**config.mk**
```make
export PLATFORM = sky130hd
export DESIGN_NAME = fsag_guard
export DESIGN_NICKNAME = d
export VERILOG_FILES = /design/src/rtl/fsag_pkg.sv /design/src/rtl/fsag_lock_decode.sv /design/src/rtl/fsag_limit_check.sv /design/src/rtl/fsag_guard.sv
export VERILOG_INCLUDE_DIRS = /design/src /design/src/rtl
export SDC_FILE = /design/constraint.sdc
export NUM_CORES = 1
export LEC_CHECK = 0
export BUFFER_PORTS_ARGS = -buffer_cell sky130_fd_sc_hd__buf_2
export CAP_MARGIN = 5
export CORE_AREA = 5 5 91 93
export CTS_BUF_LIST = sky130_fd_sc_hd__clkbuf_2 sky130_fd_sc_hd__clkbuf_4 sky130_fd_sc_hd__clkbuf_8
export DETAILED_ROUTE_END_ITERATION = 6
export DIE_AREA = 0 0 96 98
export MAX_ROUTING_LAYER = met4
export PLACE_DENSITY = 0.77
export SKIP_LAST_GASP = 1
export SLEW_MARGIN = 10
export SYNTH_ARGS = -nofsm -noshare
export SYNTH_HDL_FRONTEND = slang
export SYNTH_HIERARCHICAL = 1
export SYNTH_SLANG_ARGS = --single-unit
```
**constraint.sdc**
```tcl
create_clock -name clk_i -period 2.3 [get_ports clk_i]
set_clock_uncertainty 0.1 [all_clocks]
set_input_delay 0.115 -clock clk_i [delete_from_list [all_inputs] [get_ports clk_i]]
set_output_delay 0.115 -clock clk_i [all_outputs]
set_load 0.01 [all_outputs]
```
**src/rtl/fsag_params.svh**
```systemverilog
/*
 flash security access guard constants: lock byte addresses, block geometry,
 partition limit layout, reset values. assumes 17-bit flash byte addresses.
*/
`ifndef FSAG_PARAMS_SVH
`define FSAG_PARAMS_SVH

`define FSAG_ADDR_W          17
`define FSAG_READ_LOCK_ADDR  17'h1fbff
`define FSAG_WRITE_LOCK_ADDR 17'h1fbfe
`define FSAG_LOCK_PAGE_BASE  17'h1f800
`define FSAG_LOCK_PAGE_TOP   17'h1fbff
`define FSAG_PAGE_LSB        10
`define FSAG_BLOCK_LSB       14
`define FSAG_BLOCK_TOP_BIT   7
`define FSAG_LIMIT_LSB       9
`define FSAG_LIMIT_LOW_ZERO  9'h000
`define FSAG_LOCK_OPEN       8'hff
`define FSAG_LIMIT_RESET     8'h00
`define FSAG_READ_JUNK       8'hff
`define FSAG_SCRATCH_LOCKED  8'h00

`endif

```
**src/rtl/fsag_pkg.sv**
```systemverilog
/*
 types for the flash security access guard.
 assumes the constants header is included by every user.
*/
package fsag_pkg;
    typedef enum logic [1:0] {
        FSAG_JT_READ  = 2'h0,
        FSAG_JT_WRITE = 2'h1,
        FSAG_JT_ERASE = 2'h3
    } fsag_jtag_op_t;

    typedef enum logic [1:0] {
        FSAG_ER_NONE  = 2'h0,
        FSAG_ER_PAGE  = 2'h1,
        FSAG_ER_FULL  = 2'h3
    } fsag_erase_kind_t;
endpackage : fsag_pkg

```
**src/rtl/fsag_lock_decode.sv**
```systemverilog
/*
 combinational lock lookup: maps an address to its 16 kB block and reports
 whether the read and write/erase locks hold it. assumes lock bytes are valid.
*/
`timescale 1ns/1ps
`default_nettype none
`include "fsag_params.svh"

module fsag_lock_decode (
    // address and target
    input  wire logic [16:0] addr_i,
    input  wire logic        scratch_i,
    // lock bytes
    input  wire logic [7:0]  read_lock_i,
    input  wire logic [7:0]  write_lock_i,
    // verdict
    output logic             read_locked_o,
    output logic             write_locked_o
);
    function automatic logic lock_hit(input logic [7:0] lb, input logic [16:0] a,
                                      input logic sc);
        logic [2:0] blk;
        blk = a[`FSAG_ADDR_W-1:`FSAG_BLOCK_LSB];
        if (sc) begin
            lock_hit = (lb == `FSAG_SCRATCH_LOCKED);
        end else begin
            lock_hit = ~lb[blk];
        end
    endfunction : lock_hit

    always_comb begin
        read_locked_o  = lock_hit(read_lock_i, addr_i, scratch_i);
        write_locked_o = lock_hit(write_lock_i, addr_i, scratch_i);
    end
endmodule : fsag_lock_decode

`default_nettype wire

```
**src/rtl/fsag_limit_check.sv**
```systemverilog
/*
 software partition check: compares the issuing instruction address and the
 target against the limit address. assumes limit byte already registered.
*/
`timescale 1ns/1ps
`default_nettype none
`include "fsag_params.svh"

module fsag_limit_check (
    // addresses
    input  wire logic [7:0]  limit_i,
    input  wire logic [16:0] pc_i,
    input  wire logic [16:0] target_i,
    // verdict
    output logic [16:0]      limit_addr_o,
    output logic             blocked_o
);
    always_comb begin
        limit_addr_o = {limit_i, `FSAG_LIMIT_LOW_ZERO};
        // upper code may not touch lower data; lower code is free
        blocked_o = (pc_i >= limit_addr_o) && (target_i < limit_addr_o);
    end
endmodule : fsag_limit_check

`default_nettype wire

```
**src/rtl/fsag_guard.sv**
```systemverilog
/*
 flash security access guard: gates software and jtag flash requests by the
 enable bits, lock bytes and the write-once limit. assumes a flash engine that
 performs granted operations and returns read data one cycle after request.
*/
`timescale 1ns/1ps
`default_nettype none
`include "fsag_params.svh"

// Operation
// - software write needs write and modify enables; erase also erase enable
// - read lock byte at 0x1fbff, write/erase lock byte at 0x1fbfe
// - each lock bit guards one 16 kB block, bit 0 lowest
// - read lock bit zero denies jtag reads of that block
// - write lock bit zero denies jtag writes and erases of that block
// - jtag read of a read-locked location returns junk, debug barred
// - scratchpad counts locked only when every block is locked
// - software may program the lock page but never erase it
// - top block write-locked: security bytes programmable, not erasable
// - lock bits are always readable and clearable to zero
// - no firmware path sets a lock bit; only jtag erase removes locks
// - jtag erase at a security byte erases all program memory
// - jtag erase elsewhere in lock page erases only that page
// - limit address is limit byte over nine zero bits
// - upper code may not read, write or erase below limit; reads junk
// - upper code may still execute lower partition code
// - code below the limit has unrestricted access
// - limit register takes only the first write after reset
// - limit resets to zero so all memory readable
// - page erase needs erase and write enable plus a store to that page
module fsag_guard (
    // clock and reset
    input  wire logic        clk_i,
    input  wire logic        rst_n_i,
    // control bits from software
    input  wire logic        store_write_enable_i,
    input  wire logic        store_erase_enable_i,
    input  wire logic        flash_modify_enable_i,
    // limit register write port
    input  wire logic        limit_wr_i,
    input  wire logic [7:0]  limit_wdata_i,
    // lock bytes as currently held in flash
    input  wire logic [7:0]  read_lock_byte_i,
    input  wire logic [7:0]  write_lock_byte_i,
    // software access from the core
    input  wire logic        sw_req_i,
    input  wire logic        sw_store_i,
    input  wire logic        sw_fetch_i,
    input  wire logic        sw_scratch_i,
    input  wire logic [16:0] sw_pc_i,
    input  wire logic [16:0] sw_addr_i,
    // jtag access
    input  wire logic        jt_req_i,
    input  wire logic [1:0]  jt_op_i,
    input  wire logic [16:0] jt_addr_i,
    // flash read data
    input  wire logic [7:0]  flash_rdata_i,
    // results
    output logic [7:0]       limit_o,
    output logic [16:0]      limit_addr_o,
    output logic             sw_grant_o,
    output logic             sw_deny_o,
    output logic             sw_write_o,
    output logic             sw_erase_o,
    output logic [7:0]       sw_rdata_o,
    output logic             jt_grant_o,
    output logic             jt_deny_o,
    output logic [1:0]       jt_erase_kind_o,
    output logic [7:0]       jt_rdata_o,
    output logic             debug_blocked_o
);
    typedef struct packed {
        logic [7:0]  limit;
        logic        limit_taken;
        logic [16:0] limit_addr;
        logic        sw_grant;
        logic        sw_deny;
        logic        sw_write;
        logic        sw_erase;
        logic        sw_rd_pend;
        logic        sw_rd_junk;
        logic        jt_grant;
        logic        jt_deny;
        logic [1:0]  jt_erase_kind;
        logic        jt_rd_pend;
        logic        jt_rd_junk;
        logic        debug_blocked;
        logic [7:0]  sw_rdata;
        logic [7:0]  jt_rdata;
    } fsag_state_t;

    fsag_state_t st_reg;
    fsag_state_t st_next;

    logic [16:0] lim_addr;
    logic        part_blocked;
    logic        jt_rlocked;
    logic        jt_wlocked;
    logic        pc_rlocked;

    fsag_limit_check u_limit (
        .limit_i      (st_reg.limit),
        .pc_i         (sw_pc_i),
        .target_i     (sw_addr_i),
        .limit_addr_o (lim_addr),
        .blocked_o    (part_blocked)
    );

    fsag_lock_decode u_jt_lock (
        .addr_i         (jt_addr_i),
        .scratch_i      (1'b0),
        .read_lock_i    (read_lock_byte_i),
        .write_lock_i   (write_lock_byte_i),
        .read_locked_o  (jt_rlocked),
        .write_locked_o (jt_wlocked)
    );

    // scratchpad view: locked only when every block is read-locked
    fsag_lock_decode u_pc_lock (
        .addr_i         (jt_addr_i),
        .scratch_i      (1'b1),
        .read_lock_i    (read_lock_byte_i),
        .write_lock_i   (write_lock_byte_i),
        .read_locked_o  (pc_rlocked),
        .write_locked_o ()
    );

    function automatic logic is_sec_byte(input logic [16:0] a);
        is_sec_byte = (a == `FSAG_READ_LOCK_ADDR) || (a == `FSAG_WRITE_LOCK_ADDR);
    endfunction : is_sec_byte

    function automatic logic in_lock_page(input logic [16:0] a);
        in_lock_page = (a[`FSAG_ADDR_W-1:`FSAG_PAGE_LSB] ==
                        7'(`FSAG_LOCK_PAGE_BASE >> `FSAG_PAGE_LSB));
    endfunction : in_lock_page

    always_comb begin
        logic sw_modify;
        logic sw_erase_req;
        logic sw_ok;
        logic jt_sec;
        logic jt_ok;
        logic top_locked;
        st_next       = st_reg;
        sw_modify     = 1'b0;
        sw_erase_req  = 1'b0;
        sw_ok         = 1'b0;
        jt_sec        = 1'b0;
        jt_ok         = 1'b0;
        top_locked    = ~write_lock_byte_i[`FSAG_BLOCK_TOP_BIT];

        // write-once limit
        if (limit_wr_i && !st_reg.limit_taken) begin
            st_next.limit       = limit_wdata_i;
            st_next.limit_taken = 1'b1;
        end
        st_next.limit_addr = lim_addr;

        // software access
        st_next.sw_grant   = 1'b0;
        st_next.sw_deny    = 1'b0;
        st_next.sw_write   = 1'b0;
        st_next.sw_erase   = 1'b0;
        st_next.sw_rd_pend = 1'b0;
        if (sw_req_i) begin
            if (sw_fetch_i) begin
                // instruction fetch is never partition-gated
                sw_ok = 1'b1;
                st_next.sw_rd_pend = 1'b1;
                st_next.sw_rd_junk = 1'b0;
            end else if (sw_store_i) begin
                sw_modify    = store_write_enable_i && flash_modify_enable_i;
                sw_erase_req = store_erase_enable_i;
                if (sw_erase_req) begin
                    // data value is irrelevant; whole page goes
                    sw_ok = sw_modify && !part_blocked
                            && !(in_lock_page(sw_addr_i) && !sw_scratch_i);
                    st_next.sw_erase = sw_ok;
                end else begin
                    // programming may only clear bits, so lock bytes stay clearable
                    sw_ok = sw_modify && !part_blocked;
                    st_next.sw_write = sw_ok;
                end
            end else begin
                sw_ok = 1'b1;
                st_next.sw_rd_pend = 1'b1;
                st_next.sw_rd_junk = part_blocked && !is_sec_byte(sw_addr_i);
            end
            st_next.sw_grant = sw_ok;
            st_next.sw_deny  = !sw_ok;
        end
        if (st_reg.sw_rd_pend) begin
            st_next.sw_rdata = st_reg.sw_rd_junk ? `FSAG_READ_JUNK : flash_rdata_i;
        end

        // jtag access
        st_next.jt_grant      = 1'b0;
        st_next.jt_deny       = 1'b0;
        st_next.jt_erase_kind = fsag_pkg::FSAG_ER_NONE;
        st_next.jt_rd_pend    = 1'b0;
        if (jt_req_i) begin
            jt_sec = is_sec_byte(jt_addr_i);
            unique case (jt_op_i)
                fsag_pkg::FSAG_JT_READ: begin
                    jt_ok = 1'b1;
                    st_next.jt_rd_pend = 1'b1;
                    st_next.jt_rd_junk = jt_rlocked && !jt_sec;
                end
                fsag_pkg::FSAG_JT_WRITE: begin
                    // lock bytes may always be programmed towards zero
                    jt_ok = !jt_wlocked || jt_sec;
                end
                fsag_pkg::FSAG_JT_ERASE: begin
                    if (jt_sec) begin
                        jt_ok = 1'b1;
                        st_next.jt_erase_kind = fsag_pkg::FSAG_ER_FULL;
                    end else if (in_lock_page(jt_addr_i)) begin
                        // lock page erase would reopen every lock, so top lock bars it
                        jt_ok = !(top_locked);
                        if (jt_ok) begin
                            st_next.jt_erase_kind = fsag_pkg::FSAG_ER_PAGE;
                        end
                    end else begin
                        jt_ok = !jt_wlocked;
                        if (jt_ok) begin
                            st_next.jt_erase_kind = fsag_pkg::FSAG_ER_PAGE;
                        end
                    end
                end
                default: begin
                    jt_ok = 1'b0;
                end
            endcase
            st_next.jt_grant = jt_ok;
            st_next.jt_deny  = !jt_ok;
        end
        if (st_reg.jt_rd_pend) begin
            st_next.jt_rdata = st_reg.jt_rd_junk ? `FSAG_READ_JUNK : flash_rdata_i;
        end
        // debugging read-locked code is barred while any block is read-locked
        st_next.debug_blocked = (read_lock_byte_i != `FSAG_LOCK_OPEN) || pc_rlocked;
    end

    always_ff @(posedge clk_i) begin
        if (!rst_n_i) begin
            // pulses idle, read data parked at the junk value
            st_reg.limit         <= `FSAG_LIMIT_RESET;
            st_reg.limit_taken   <= 1'b0;
            st_reg.limit_addr    <= {`FSAG_LIMIT_RESET, `FSAG_LIMIT_LOW_ZERO};
            st_reg.sw_grant      <= 1'b0;
            st_reg.sw_deny       <= 1'b0;
            st_reg.sw_write      <= 1'b0;
            st_reg.sw_erase      <= 1'b0;
            st_reg.sw_rd_pend    <= 1'b0;
            st_reg.sw_rd_junk    <= 1'b0;
            st_reg.jt_grant      <= 1'b0;
            st_reg.jt_deny       <= 1'b0;
            st_reg.jt_erase_kind <= fsag_pkg::FSAG_ER_NONE;
            st_reg.jt_rd_pend    <= 1'b0;
            st_reg.jt_rd_junk    <= 1'b0;
            st_reg.debug_blocked <= 1'b0;
            st_reg.sw_rdata      <= `FSAG_READ_JUNK;
            st_reg.jt_rdata      <= `FSAG_READ_JUNK;
        end else begin
            st_reg <= st_next;
        end
    end

    assign limit_o         = st_reg.limit;
    assign limit_addr_o    = st_reg.limit_addr;
    assign sw_grant_o      = st_reg.sw_grant;
    assign sw_deny_o       = st_reg.sw_deny;
    assign sw_write_o      = st_reg.sw_write;
    assign sw_erase_o      = st_reg.sw_erase;
    assign sw_rdata_o      = st_reg.sw_rdata;
    assign jt_grant_o      = st_reg.jt_grant;
    assign jt_deny_o       = st_reg.jt_deny;
    assign jt_erase_kind_o = st_reg.jt_erase_kind;
    assign jt_rdata_o      = st_reg.jt_rdata;
    assign debug_blocked_o = st_reg.debug_blocked;
endmodule : fsag_guard

`default_nettype wire

```
==> flow_summary_export.csv <==
group,metric,value,unit
global_routing,grt_pass1_wl,12200,µm
finish,largest_reg_flops,17,
drt,dr.pass1.iters,4,
sta,layout_min_cycle_time,2.32,ns
power_and_ir_drop,power_frac_seq,51.9,%
synthesis,synth_area_per_cell,9.06,µm²
place,dp.cells,526,
floorplan,core-area,7450,µm²
finish,final_util,52.0,%
setup_path,crit_type,"reg -> reg",
sta,finalSetupViolCount,1,
finish,n_fill_cell,693,
floorplan,fp.dieH,98,µm
setup_path,slowest_delay,0.51,ns
power_and_ir_drop,vdd_drop_max,0.000325,V
setup_path,rrSetupSlack,-0.02,ns
setup_path,r2r_end,"st_reg[23]",
power_and_ir_drop,powerDensity,504,nW/µm²
clocking,cts_buffers,5,
status,status,"finished, violations left",
drt,wire_per_inst,13.6,µm
power_and_ir_drop,p_leak,1.77,nW
clocking,clkLatencyLatePin,0.30,ns
setup_path,endpoint_kind,"register",
place,hpwl,5840,µm
floorplan,fp.dieW,96,µm
run,drv_cap,0,
sta,rsz0062_at_grt,"true",
hold_path,min_from,"jt_op_i[0]",
sta,fmax,0.432,GHz
finish,fin_nets,565,
power_and_ir_drop,swShare,26.8,%
hold_path,hold_path_depth,3,
setup_path,r2r_cells,8,
global_routing,overflow,0,
clocking,cts-root-buf,"clkbuf_8",
setup_path,cp_data_required_time,2.44,ns
drt,ant_nets,0,
sta,min_period_over_period,101,%
setup_path,r2r_start,"limit_o[1]",
power_and_ir_drop,finalPower,1.95,mW
power_and_ir_drop,power_frac_clock,26.7,%
power_and_ir_drop,p_int,1.43,mW
global_routing,grt_pass1_vias,2744,
hold_path,hold_path_class,"in -> reg",
floorplan,io_pins,146,
clocking,clock-sinks,55,
setup_path,critical_path.most_common_cell,"nor4_2",
synthesis,synthCells,334,
drt,viasPerCell,4.78,
power_and_ir_drop,p_switching,523,µW
drt,via_count,2664,
place,place.gp.congestion,0.834,
floorplan,dieArea,9410,µm²
drt,routed_wl,7550,µm
sta,hold_viol,0,
drt,drt_iter0_markers,58,
status,violations,"setup timing",
setup_path,cp_cell_sequence,"inv_2 > ha_4 > nand4b_1 > nor4_2 > nor4_2 > a2111oi_2 > or4b_4 > o21ai_2",
drt,drc,0,
synthesis,syn_area,3030,µm²
setup_path,startpoint_type,"register",
finish,syn_to_final_growth,28.1,%
finish,drive_gt1_share,41.1,%
finish,n_antenna_cell,0,
hold_path,min_to,"jt_erase_kind_o[1]",
clocking,cts_tree,"yes",
clocking,cts_buffer_depth,2,
floorplan,row_count,32,
setup_path,arrival,2.46,ns
global_routing,grt.total_usage,16.4,%
sta,setup_slack,-0.0160,ns
setup_path,critPathSlowestCell,"or4b_4",
clocking,htreeDepth,2,
setup_path,critPathMaxFanout,2,
floorplan,initial_core_util,40.6,%
global_routing,grt_max_degree,30,
clocking,clk_pin_slew,0.10,ns
finish,finalNonFillerCells,557,
sta,slew_viol_final,0,
global_routing,grt_antenna_before_repair,0,
synthesis,ys_warn_count,6,
power_and_ir_drop,comb_power_share,21.5,%
place,portBuffers,143,
## stage by stage
| step | hold slack, ns | setup slack, ns | instance area, µm² | setup TNS (ns) |
|---|---|---|---|---|
| CTS | 0.000674 | -0.0555 | 3820 | -0.0555 |
| floorplan | 0.0874 | 0.0743 | 3070 | 0 |
| global route | 0.0356 | -0.102 | 3870 | -0.136 |
| global placement | 0.203 | -0.0929 | 3460 | -0.0929 |
| finish | 0.0276 | -0.0160 | 3870 | -0.0160 |
| detailed placement | 0.205 | -0.167 | 3460 | -0.215 |
## final cells by class
type	instances	area (µm²)	share of cell area [%]
multi-input combinational	211	1530	39.4
sequential	55	1110	28.6
timing repair buffer	173	996	25.7
tap	102	128	3.29
clock buffer	5	68.8	1.78
inverter	8	30.0	0.775
clock inverter	3	18.8	0.484
## layout by cell type (no fill, tap or decap), drive strengths merged, types with 2 or more instances in the layout
| cell | instances |
|---|---|
| nand2b | 4 |
| nor3b | 3 |
| o31ai | 3 |
| clkinv | 2 |
| nand4 | 9 |
| dlygate4sd3 | 22 |
| nand2 | 30 |
| o22ai | 20 |
| and2 | 18 |
| nor2 | 12 |
| dfxtp | 55 |
| a211oi | 2 |
| nand3 | 5 |
| clkbuf | 5 |
| mux2i | 14 |
| or3 | 3 |
| nor4 | 9 |
| nor3 | 4 |
| or2b | 2 |
| mux4 | 3 |
| ha | 15 |
| buf | 151 |
| inv | 9 |
| conb | 15 |
| nand4b | 3 |
| a21oi | 5 |
| a21o | 4 |
| nor2b | 15 |
## power by group through the flow
stage          sequential [mW]  combinational (mW)  clock [mW]
2_1_floorplan             1.03               0.251           0
3_3_place_gp              1.03               0.357           0
3_5_place_dp              1.03               0.366           0
4_1_cts                   1.01               0.408       0.551
5_1_grt                   1.02               0.468       0.588
6_report                  1.01               0.419       0.520
## per-layer routing
layer	track usage, %	share of wire, %	up-vias
met5	-	0	-
met4	4.38	1.5	0
met3	2.93	5.1	16
met2	27.8	51	91
met1	19.7	43	1230
li1	-	-	1327
## critical path: cells and delay by family (launching register included)
family / cells / cell delay (ns)
compound gates: 2 / 0.48
buf+inv: 1 / 0.05
fa+ha+maj: 1 / 0.26
simple gates: 4 / 1.01
flops: 1 / 0.35
## what timing repair did
item                                    CTS  global route
setup buffers                             0             1
hold buffers                             22             0
pin swaps                                 7             7
resized for setup                        14             8
hold endpoints to repair                 31             0
endpoints found under the setup margin    3             3
## how the worst max path moves through the flow
stage | cells past startpoint | slack (ns) | endpoint | startpoint
6_report | 8 | -0.02 | st_reg[23] | limit_o[1]
4_1_cts | 8 | -0.06 | st_reg[23] | limit_o[1]
3_5_place_dp | 8 | -0.17 | st_reg[23] | limit_o[2]
5_1_grt | 7 | -0.10 | st_reg[23] | limit_o[5]
3_3_place_gp | 8 | -0.09 | st_reg[23] | limit_o[2]
2_1_floorplan | 8 | 0.07 | st_reg[23] | limit_o[2]
No activity file was read; power rests on OpenSTA's default activity.
